[src/pkg/touch_cfg_pkg.sv]
// Constants, field layouts and carrier types for the standby touch and lamp configuration block.
// Assumes one 25 MHz clock domain and a register port driven by same-clock serial-port logic.
package touch_cfg_pkg;

  localparam int CH_N = 3;

  // Register offsets
  localparam logic [7:0] ADDR_STANDBY_GAIN = 8'h42;
  localparam logic [7:0] ADDR_STANDBY_THRESH = 8'h43;
  localparam logic [7:0] ADDR_BASELINE_CH1 = 8'h50;
  localparam logic [7:0] ADDR_BASELINE_CH2 = 8'h51;
  localparam logic [7:0] ADDR_BASELINE_CH3 = 8'h52;
  localparam logic [7:0] ADDR_DRIVE_STYLE = 8'h71;
  localparam logic [7:0] ADDR_LAMP_LINK = 8'h72;
  localparam logic [7:0] ADDR_LAMP_POLARITY = 8'h73;

  // Values after reset
  localparam logic [2:0] RST_STANDBY_GAIN = 3'h2;
  localparam logic [6:0] RST_STANDBY_THRESH = 7'h40;
  localparam logic [15:0] RST_BASELINE = 16'h00C8;
  localparam logic [2:0] RST_DRIVE_STYLE = 3'h0;
  localparam logic [2:0] RST_LAMP_LINK = 3'h0;
  localparam logic [2:0] RST_LAMP_POLARITY = 3'h0;
  localparam logic [7:0] RD_UNMAPPED = 8'h00;

  // Gain code of the least sensitive (1x) setting; multiplier is 2**(GAIN_CODE_MAX - code)
  localparam logic [2:0] GAIN_CODE_MAX = 3'h7;

  // Recalibration: 256 samples of 16-bit counts into a 24-bit sum
  localparam int ACC_W = 24;
  localparam int COUNT_W = 16;
  localparam logic [7:0] RECAL_LAST = 8'hFF;

  typedef struct packed {
    logic wr;
    logic rd;
    logic [7:0] addr;
    logic [7:0] wdata;
  } reg_req_s;

  typedef struct packed {
    logic style;
    logic polarity;
    logic actuate;
  } lamp_ctrl_s;

endpackage

[src/hdl/baseline_recal.sv]
// Per-input recalibration adder that produces the 16-bit untouched baseline.
// Assumes count samples arrive as one-cycle strobes on the block clock.
`timescale 1ns/1ps
`default_nettype none
module baseline_recal
  import touch_cfg_pkg::*;
(
  // Clock and reset
  input wire logic clk_in,
  input wire logic rst_b_in,
  // Samples
  input wire logic sample_valid_in,
  input wire logic [COUNT_W-1:0] count_in,
  // Result
  output logic [COUNT_W-1:0] baseline_out
);

  logic [ACC_W-1:0] acc_reg;
  logic [7:0] cnt_reg;
  logic [COUNT_W-1:0] base_reg;
  wire logic [ACC_W-1:0] sum_next = acc_reg + {8'h00, count_in};
  wire logic last_sample = (cnt_reg == RECAL_LAST);

  always_ff @(posedge clk_in or negedge rst_b_in) begin
    if (!rst_b_in) begin
      acc_reg <= '0;
      cnt_reg <= 8'h00;
      base_reg <= RST_BASELINE;
    end else if (sample_valid_in) begin
      cnt_reg <= cnt_reg + 8'h01;
      if (last_sample) begin
        base_reg <= sum_next[ACC_W-1 -: COUNT_W];
        acc_reg <= '0;
      end else begin
        acc_reg <= sum_next;
      end
    end
  end

  assign baseline_out = base_reg;

endmodule
`default_nettype wire

[src/hdl/lamp_pin_driver.sv]
// Output stage of one lamp pin: polarity, then open-drain or push-pull drive.
// Assumes the pad resolves the level from out and enable; an external pull-up exists.
`timescale 1ns/1ps
`default_nettype none
module lamp_pin_driver
  import touch_cfg_pkg::*;
(
  // Clock and reset
  input wire logic clk_in,
  input wire logic rst_b_in,
  // Control
  input wire lamp_ctrl_s ctrl_in,
  // Pin
  output logic pin_out,
  output logic pin_oe_out
);

  logic out_reg;
  logic oe_reg;
  // Level wanted at the pin; inverted polarity turns actuation into a low
  wire logic pin_level = ctrl_in.polarity ? ctrl_in.actuate : ~ctrl_in.actuate;
  wire logic out_next = ctrl_in.style ? pin_level : 1'b0;
  wire logic oe_next = ctrl_in.style ? 1'b1 : ~pin_level;

  always_ff @(posedge clk_in or negedge rst_b_in) begin
    if (!rst_b_in) begin
      out_reg <= 1'b0;
      oe_reg <= 1'b0;
    end else begin
      out_reg <= out_next;
      oe_reg <= oe_next;
    end
  end

  assign pin_out = out_reg;
  assign pin_oe_out = oe_reg;

endmodule
`default_nettype wire

[src/hdl/touch_standby_led_config.sv]
// Register slice for standby gain and threshold, baseline counts and lamp routing.
// Assumes the serial-port logic presents requests on the same clock, one per cycle,
// and that sensing logic supplies counts, deltas and active-mode touches on that clock.
`timescale 1ns/1ps
`default_nettype none
module touch_standby_led_config
  import touch_cfg_pkg::*;
(
  // Clock and reset
  input wire logic clk_in,
  input wire logic rst_b_in,

  // Register port from the serial interface
  input wire reg_req_s reg_req_in,
  output logic [7:0] reg_rdata_out,

  // Sensing state
  input wire logic standby_mode_in,
  input wire logic [CH_N-1:0] standby_enable_in,
  input wire logic [CH_N-1:0] active_touch_in,
  input wire logic [CH_N-1:0] delta_valid_in,
  input wire logic [CH_N*8-1:0] delta_count_in,

  // Recalibration samples
  input wire logic [CH_N-1:0] count_valid_in,
  input wire logic [CH_N*COUNT_W-1:0] count_in,
  input wire logic [3:0] base_shift_in,

  // Host lamp control
  input wire logic [CH_N-1:0] lamp_host_drive_in,

  // Touch result
  output logic [CH_N-1:0] touch_out,

  // Lamp pins
  output logic [CH_N-1:0] lamp_pin_out,
  output logic [CH_N-1:0] lamp_pin_oe_out
);

  // Reset release
  logic rst_meta_reg;
  logic rst_sync_reg;

  always_ff @(posedge clk_in or negedge rst_b_in) begin
    if (!rst_b_in) begin
      rst_meta_reg <= 1'b0;
      rst_sync_reg <= 1'b0;
    end else begin
      rst_meta_reg <= 1'b1;
      rst_sync_reg <= rst_meta_reg;
    end
  end

  wire logic rst_b = rst_sync_reg;

  // Configuration registers
  logic [2:0] standby_gain_code_reg;
  logic [6:0] standby_thresh_reg;
  logic [CH_N-1:0] drive_style_reg;
  logic [CH_N-1:0] lamp_link_reg;
  logic [CH_N-1:0] lamp_polarity_reg;
  logic [7:0] rdata_reg;
  logic [CH_N-1:0] touch_reg;

  // Field aliases
  wire logic lamp1_drive_style = drive_style_reg[0];
  wire logic lamp2_drive_style = drive_style_reg[1];
  wire logic lamp3_drive_style = drive_style_reg[2];
  wire logic link_touch1_lamp1 = lamp_link_reg[0];
  wire logic link_touch2_lamp2 = lamp_link_reg[1];
  wire logic link_touch3_lamp3 = lamp_link_reg[2];
  wire logic lamp1_polarity = lamp_polarity_reg[0];
  wire logic lamp2_polarity = lamp_polarity_reg[1];
  wire logic lamp3_polarity = lamp_polarity_reg[2];

  // Address decode
  wire logic hit_gain = (reg_req_in.addr == ADDR_STANDBY_GAIN);
  wire logic hit_thresh = (reg_req_in.addr == ADDR_STANDBY_THRESH);
  wire logic hit_base1 = (reg_req_in.addr == ADDR_BASELINE_CH1);
  wire logic hit_base2 = (reg_req_in.addr == ADDR_BASELINE_CH2);
  wire logic hit_base3 = (reg_req_in.addr == ADDR_BASELINE_CH3);
  wire logic hit_style = (reg_req_in.addr == ADDR_DRIVE_STYLE);
  wire logic hit_link = (reg_req_in.addr == ADDR_LAMP_LINK);
  wire logic hit_pol = (reg_req_in.addr == ADDR_LAMP_POLARITY);

  // Write strobes; baseline offsets have none, so writes there are dropped
  wire logic wr_gain = reg_req_in.wr & hit_gain;
  wire logic wr_thresh = reg_req_in.wr & hit_thresh;
  wire logic wr_style = reg_req_in.wr & hit_style;
  wire logic wr_link = reg_req_in.wr & hit_link;
  wire logic wr_pol = reg_req_in.wr & hit_pol;

  // Upper write bits are discarded by the part-selects
  always_ff @(posedge clk_in or negedge rst_b) begin
    if (!rst_b) begin
      standby_gain_code_reg <= RST_STANDBY_GAIN;
    end else if (wr_gain) begin
      standby_gain_code_reg <= reg_req_in.wdata[2:0];
    end
  end

  always_ff @(posedge clk_in or negedge rst_b) begin
    if (!rst_b) begin
      standby_thresh_reg <= RST_STANDBY_THRESH;
    end else if (wr_thresh) begin
      standby_thresh_reg <= reg_req_in.wdata[6:0];
    end
  end

  always_ff @(posedge clk_in or negedge rst_b) begin
    if (!rst_b) begin
      drive_style_reg <= RST_DRIVE_STYLE;
    end else if (wr_style) begin
      drive_style_reg <= reg_req_in.wdata[CH_N-1:0];
    end
  end

  always_ff @(posedge clk_in or negedge rst_b) begin
    if (!rst_b) begin
      lamp_link_reg <= RST_LAMP_LINK;
    end else if (wr_link) begin
      lamp_link_reg <= reg_req_in.wdata[CH_N-1:0];
    end
  end

  always_ff @(posedge clk_in or negedge rst_b) begin
    if (!rst_b) begin
      lamp_polarity_reg <= RST_LAMP_POLARITY;
    end else if (wr_pol) begin
      lamp_polarity_reg <= reg_req_in.wdata[CH_N-1:0];
    end
  end

  // Recalibration, baseline presentation and standby detection per input
  wire logic [COUNT_W-1:0] baseline [CH_N];
  wire logic [7:0] baseline_view [CH_N];
  wire logic [CH_N-1:0] touch_next;
  wire logic [CH_N-1:0] actuate;
  // Multiplier 128x at code 0 halving to 1x at code 7, as a left shift
  wire logic [2:0] gain_shift = GAIN_CODE_MAX - standby_gain_code_reg;
  wire logic [14:0] thresh_wide = {8'h00, standby_thresh_reg};

  genvar g;
  generate
    for (g = 0; g < CH_N; g++) begin : g_ch
      wire logic [7:0] delta = delta_count_in[g*8 +: 8];
      wire logic [14:0] delta_scaled = {7'h00, delta} << gain_shift;
      wire logic over = delta_scaled > thresh_wide;
      wire logic [COUNT_W-1:0] shifted = baseline[g] >> base_shift_in;
      wire logic sb_touch = delta_valid_in[g] ? over : touch_reg[g];
      wire logic sb_next = standby_enable_in[g] ? sb_touch : 1'b0;
      lamp_ctrl_s ctrl;

      baseline_recal u_recal (
        .clk_in(clk_in),
        .rst_b_in(rst_b),
        .sample_valid_in(count_valid_in[g]),
        .count_in(count_in[g*COUNT_W +: COUNT_W]),
        .baseline_out(baseline[g])
      );

      assign baseline_view[g] = shifted[7:0];
      assign touch_next[g] = standby_mode_in ? sb_next : active_touch_in[g];
      // Link selects touch and ignores host drive; otherwise host drive only
      assign actuate[g] = lamp_link_reg[g] ? touch_reg[g] : lamp_host_drive_in[g];
      assign ctrl = '{
        style: drive_style_reg[g],
        polarity: lamp_polarity_reg[g],
        actuate: actuate[g]
      };

      lamp_pin_driver u_pin (
        .clk_in(clk_in),
        .rst_b_in(rst_b),
        .ctrl_in(ctrl),
        .pin_out(lamp_pin_out[g]),
        .pin_oe_out(lamp_pin_oe_out[g])
      );
    end
  endgenerate

  always_ff @(posedge clk_in or negedge rst_b) begin
    if (!rst_b) begin
      touch_reg <= '0;
    end else begin
      touch_reg <= touch_next;
    end
  end

  // Read data selection; unused upper bits are zero-filled
  wire logic [7:0] rd_gain = {5'h00, standby_gain_code_reg};
  wire logic [7:0] rd_thresh = {1'b0, standby_thresh_reg};
  wire logic [7:0] rd_style = {5'h00, lamp3_drive_style, lamp2_drive_style, lamp1_drive_style};
  wire logic [7:0] rd_link = {5'h00, link_touch3_lamp3, link_touch2_lamp2, link_touch1_lamp1};
  wire logic [7:0] rd_pol = {5'h00, lamp3_polarity, lamp2_polarity, lamp1_polarity};

  wire logic [7:0] rd_sel =
    hit_gain ? rd_gain :
    hit_thresh ? rd_thresh :
    hit_base1 ? baseline_view[0] :
    hit_base2 ? baseline_view[1] :
    hit_base3 ? baseline_view[2] :
    hit_style ? rd_style :
    hit_link ? rd_link :
    hit_pol ? rd_pol :
    RD_UNMAPPED;

  always_ff @(posedge clk_in or negedge rst_b) begin
    if (!rst_b) begin
      rdata_reg <= 8'h00;
    end else if (reg_req_in.rd) begin
      rdata_reg <= rd_sel;
    end
  end

  assign reg_rdata_out = rdata_reg;
  assign touch_out = touch_reg;

endmodule
`default_nettype wire

[config.mk]
export PLATFORM = sky130hd
export DESIGN_NAME = touch_standby_led_config
export DESIGN_NICKNAME = d
export VERILOG_FILES = /design/src/pkg/touch_cfg_pkg.sv /design/src/hdl/baseline_recal.sv /design/src/hdl/lamp_pin_driver.sv /design/src/hdl/touch_standby_led_config.sv
export SDC_FILE = /design/constraint.sdc
export NUM_CORES = 1
export LEC_CHECK = 0
export BUFFER_PORTS_ARGS = -buffer_cell sky130_fd_sc_hd__buf_2
export CAP_MARGIN = 20
export CORE_MARGIN = 2
export CORE_UTILIZATION = 50
export CTS_CLUSTER_DIAMETER = 30
export CTS_CLUSTER_SIZE = 8
export DETAILED_ROUTE_END_ITERATION = 7
export PLACE_DENSITY = 0.69
export SYNTH_ARGS = -nofsm -noshare
export SYNTH_HDL_FRONTEND = slang
export SYNTH_SLANG_ARGS = --single-unit
export TNS_END_PERCENT = 100
[constraint.sdc]
create_clock -name clk_in -period 14.8 [get_ports clk_in]
set_input_delay 2.96 -clock clk_in [delete_from_list [all_inputs] [get_ports clk_in]]
set_output_delay 2.96 -clock clk_in [all_outputs]
set_load 0.01 [all_outputs]
* Yosys cells after proc, flatten, opt, wreduce, memory -nomap -nowiden
Index checks and enable logic that the tools add are counted.
Word-level totals: flip-flop bits (word level) 182, input bits 112, output and inout port bits 17, word-level logic and storage cells 102
Cells by class: $add $sub $neg 7, order comparisons 3, equality and inequality tests 14, shifts and indexed selects 6, mux-type cells 32, bitwise logic cells 11, reductions and logical operators 3
Operator list (count):
- adder 24 x 16 -> 24 bit | 3
- two-way mux 24 bit | 3
- == test 8 x 7 -> 1 bit, second input constant | 8
- >> shifter 16 x 4 -> 8 bit | 3
- greater-than comparator 15 x 7 -> 1 bit | 3
- << shifter 8 x 3 -> 15 bit | 3
- two-way mux 8 bit | 5
- adder 8 x 1 -> 8 bit, second input constant | 3
- == test 8 bit, second input constant | 3
- two-way mux 1 bit | 21
- two-way mux 3 bit | 3
- != test 3 x 2 -> 1 bit, second input constant | 3
- NOT 1 bit | 6
- AND reduction 2 bit | 3
- AND 1 bit | 5
- subtractor 3 bit, first input constant | 1

* Longest topological paths before layout
depth after elaboration 9, gate-level depth with buffers 14, mapped depth without buffers 11

* Cells and area by module
From an unflattened synthesis, not the netlist that was laid out.
Unflattened totals: cells, all modules 1537, area, all modules 13962.1 µm²
By module, submodules not included:
- baseline_recal (g_ch[1].u_recal ...) | times used 2, cells each 343, area each 3123.0 µm², seq. area each 1204.9 µm²
- touch_standby_led_config | times used 1, cells each 513, area each 4493.1 µm², seq. area each 803.3 µm²
- baseline_recal (g_ch[0].u_recal) | times used 1, cells each 323, area each 3009.1 µm², seq. area each 1204.9 µm²
- lamp_pin_driver | times used 3, cells each 5, area each 71.3 µm², seq. area each 50.0 µm²

* Least setup slack after synthesis
No wires, ideal clock.
path kind input port to flip-flop, from input port count_in[32], to register g_ch[2].u_recal.acc_reg[16], library setup time 0.126 ns, arrival 5.094 ns, required time 14.674 ns, slack 9.580 ns, stages on the path 11, buffers on the path 1, cell sequence ha_1 inv_1 fa_1 nor2b_1 o31ai_2 o211ai_1 a221o_1 a211oi_4 buf_6 nor3_1 a311o_1
Between the ends: longest elaborated chain between the ends 2
RTL lines:
- start: declaration | line touch_standby_led_config.sv:26 | input wire logic [CH_N*COUNT_W-1:0] count_in,
- adder 24 x 16 -> 24 bit | line baseline_recal.sv:21 | wire logic [ACC_W-1:0] sum_next = acc_reg + {8'h00, count_in};
- two-way mux 24 bit | line baseline_recal.sv:31 | if (last_sample) begin
- end signal: assignment | line baseline_recal.sv:35 | acc_reg <= sum_next;
- end: declaration | line baseline_recal.sv:18 | logic [ACC_W-1:0] acc_reg;
Every way passes these cells. A chain may end at the register's enable or synchronous reset.

* Worst setup path after layout
Same ends and word-level chain as after synthesis.

==> results.md <==
- Most frequent cells after synthesis: dfrtp_1 (171), nand2_1 (145), o21ai_0 (124)
- Max Clock Freq: between 150 and 200 MHz
- Setup violators final: 0
- Worst Skew: roughly 0.015 ns
- Critical path's top delay family: compound AO/OA/AOI/OAI gates
- Grt ovf: 0
- Port Buffers: 127
- Fill cells: approximately 2200
- CTS max path bufs: 2
- Cells after DPL: ~1800
- Worst Path Buf+Inv: 2
- DRT antenna net count: 0
- Die ar.: 0.0269 mm2
- Top-area cell type share of the netlist area: around a third
- Switching share of power: between 30% and 40%
- Gr usage total: between 20% and 30%
- Row count: 58
- Minimum clock period: around 5.3 ns
- Post-synth EDFFs: 0
- Final Non-Filler Cells: between 1500 and 2000
- Adder-cell share of the synthesized area: 7.49%
- CTS clk-pin slew, worst paths: 0.08 ns
- H-Tree Level Count: 4
- Peak VDD IR: around 0.077 mV
- Largest family of logic cells by synthesized area: compound AO/OA/AOI/OAI gates
- TritonRoute pass-1 iters: 5
- Critical Path Slowest Stage Cell: a211oi_4
- Simple-gate area share of the yosys netlist: approximately 15%
- Sequential fraction of the synthesis area: a little over a third
- DP HPWL: approximately 22 mm
- Mapped Nets: between 1500 and 2000
- Reg power frac: around a third
- Initial core utilization: 50.9%
- CP startpoint kind: input port
- Largest net degree at the start of global routing: 73
- Setup TNS Final: 0 ns
- Netlist cell types: 79
- Critical Path End Type: register
- Worst-Skew Late Latency: roughly 0.44 ns
- Tot Pwr: a little over 2 mW
- Worst Tran Pin Value: 0.948 ns
- Crit path largest cell delay: around 0.57 ns
- CTS Sinks: between 150 and 200
- Vias: ~11000
- Hold-fix buffers, CTS: 0
- Setup Buffers After CTS: 0
- WHS: around 0.31 ns
- Clock Tree Root: clkbuf_16
- Top-count cell post-synth: dfrtp_1
- Cts repair resizes: 0
- Relative slew margins: approximately 37%
- Final core utilization: between 50% and 60%
- Psw: 0.800 mW
- Routed WL per cell: approximately 17 um
- Post-synthesis register bit count: about 180
- Core Box Area: approximately 0.025 mm2
- DR vias/cell: 5.89
- Cell Area, Placed: around 0.014 mm2
- PD cells: around 150 mW/mm2
- Asr flop ratio synth: 100%
- CTS tree: yes
- Synth warnings: 0
- Syn Inst Count: between 1000 and 1500
- LEAKAGE: between 6 and 7 nW
- Final critical-path setup slack: 9.48 ns
- Mapped Area: approximately 0.013 mm2
- Placer congestion estimate: 0.883
- Post-Syn Area per Cell: just over 9 um2
- Yosys top cell by area: dfrtp_1
- Post-route DRC: 0
- First-pass GRT wire length: approximately 50 mm
- Post-synthesis compound-gate area fraction: a little over a fifth
- Status: finished clean
- Combinational power share: 43.0%
- Post-synthesis xor/xnor area fraction: ~5.7%
- Arr. time, crit path: 5.64 ns
- Required time worst endpoint: around 15 ns
- Initial DRC count: roughly 830
- MaxCap Viol Count: 0
- Die Y: approximately 160 um
- Final non-filler cell area: roughly 0.014 mm2
- Layout area overhead: 10.4%
- CP Class: in2reg
- Final-report hold violation count: 0
- Crit-path max FO: 15
- Ports: 129
- Proportion of synthesized area in mux cells: 10.7%
- Total wire length: 29.9 mm
- Share of cells above drive strength 1: 17.2%
- Clock Power Share: 22.1%
- Commonest register cell after synthesis: dfrtp_1
- Tightest Hold Check Type: reg2async
- Internal power: around 1.3 mW
- Synth top area cells: dfrtp_1 (33%), ha_1 (7.0%), o21ai_0 (4.8%)
- RSZ-0062 raised after global routing: no
- Die width: approximately 160 um
- CTS buffer count: 17
- Crit-path cells: buf_2 > ha_1 > inv_1 > fa_1 > nor2b_1 > o31ai_2 > o211ai_1 > a221o_1 > a211oi_4 > nor3_1 > a311o_1
- Initial antenna violation count: 2
- Nets: 1654
- Setup Slack @ Placement: between 9 and 10 ns
- Max FFs per register: 72
- Vias in the first global route: roughly 10000
- Fin crit share: between 30% and 40%
- Max-slew violation count: 0
worst paths after layout:
check	depth (start not counted)	end	start	slack (ns)
worst max-delay path	11	g_ch[2].u_recal.acc_reg[16]	count_in[32]	9.48
worst max register to register	11	touch_out[0]	standby_gain_code_reg[0]	11.67
worst min register to register	0	g_ch[1].u_recal.cnt_reg[3]	rst_b	0.31
min in group clk_in	0	rst_b	rst_meta_reg	0.36
worst min-delay path	0	g_ch[1].u_recal.cnt_reg[3]	rst_b	0.31
max in group asynchronous	1	rst_b	rst_b_in	12.40
metal layers:
layer  part of all wire [%]  routed length [um]  GRT usage, %  vias to the layer above
met1                     47               14200          31.5                     5102
met5                  0.054                  16             0                        -
met4                    1.4                 406          5.50                        2
li1                       -                   -             -                     5279
met2                     47               14000          36.9                      238
met3                    4.3                1300          3.76                       37
cells by family (layout without fill, tap and decap cells):
family,after synthesis,in the layout
compound gates,416,416
xor+xnor,83,83
fa+ha+maj,75,75
buf+inv,127,217
flops,182,182
mux,109,109
other cells,1,2
simple gates,397,397
layout make-up:
class / instances / area, um2 / share of cell area [%]
Sequential cell: 182 / 4570 / 32.3
Timing Repair Buffer: 133 / 678 / 4.79
Multi-Input combinational cell: 1081 / 7720 / 54.6
Clock inverter: 13 / 136 / 0.964
Inverter: 52 / 195 / 1.38
Antenna cell: 1 / 2.50 / 0.0177
Tap cell: 330 / 413 / 2.92
Clock buffer: 19 / 433 / 3.06
placed cells by master, fill, tap and decap left out, types with 19 or more instances in the layout:
cell type | synthesis | routed
dfrtp_1 | 171 | 170
xnor2_1 | 55 | 55
inv_1 | 50 | 50
and3_1 | 19 | 19
o21ai_0 | 124 | 123
o2bb2ai_1 | 20 | 20
buf_2 | 13 | 127
nor2b_1 | 31 | 31
nand2_1 | 145 | 145
nand3_1 | 33 | 33
xor2_1 | 28 | 28
ha_1 | 72 | 72
a21oi_1 | 78 | 78
mux2i_1 | 50 | 50
nor2_1 | 68 | 68
a31oi_1 | 32 | 32
mux2_2 | 41 | 41
power by group through the flow:
stage | Combinational [mW] | Sequential [mW] | Clock, mW
detailed placement | 0.878 | 0.724 | 0
global placement | 0.857 | 0.720 | 0
CTS | 0.882 | 0.717 | 0.464
floorplan | 0.714 | 0.702 | 0
global route | 0.993 | 0.738 | 0.483
finish | 0.883 | 0.718 | 0.453
No activity file was read; power rests on OpenSTA's default activity.
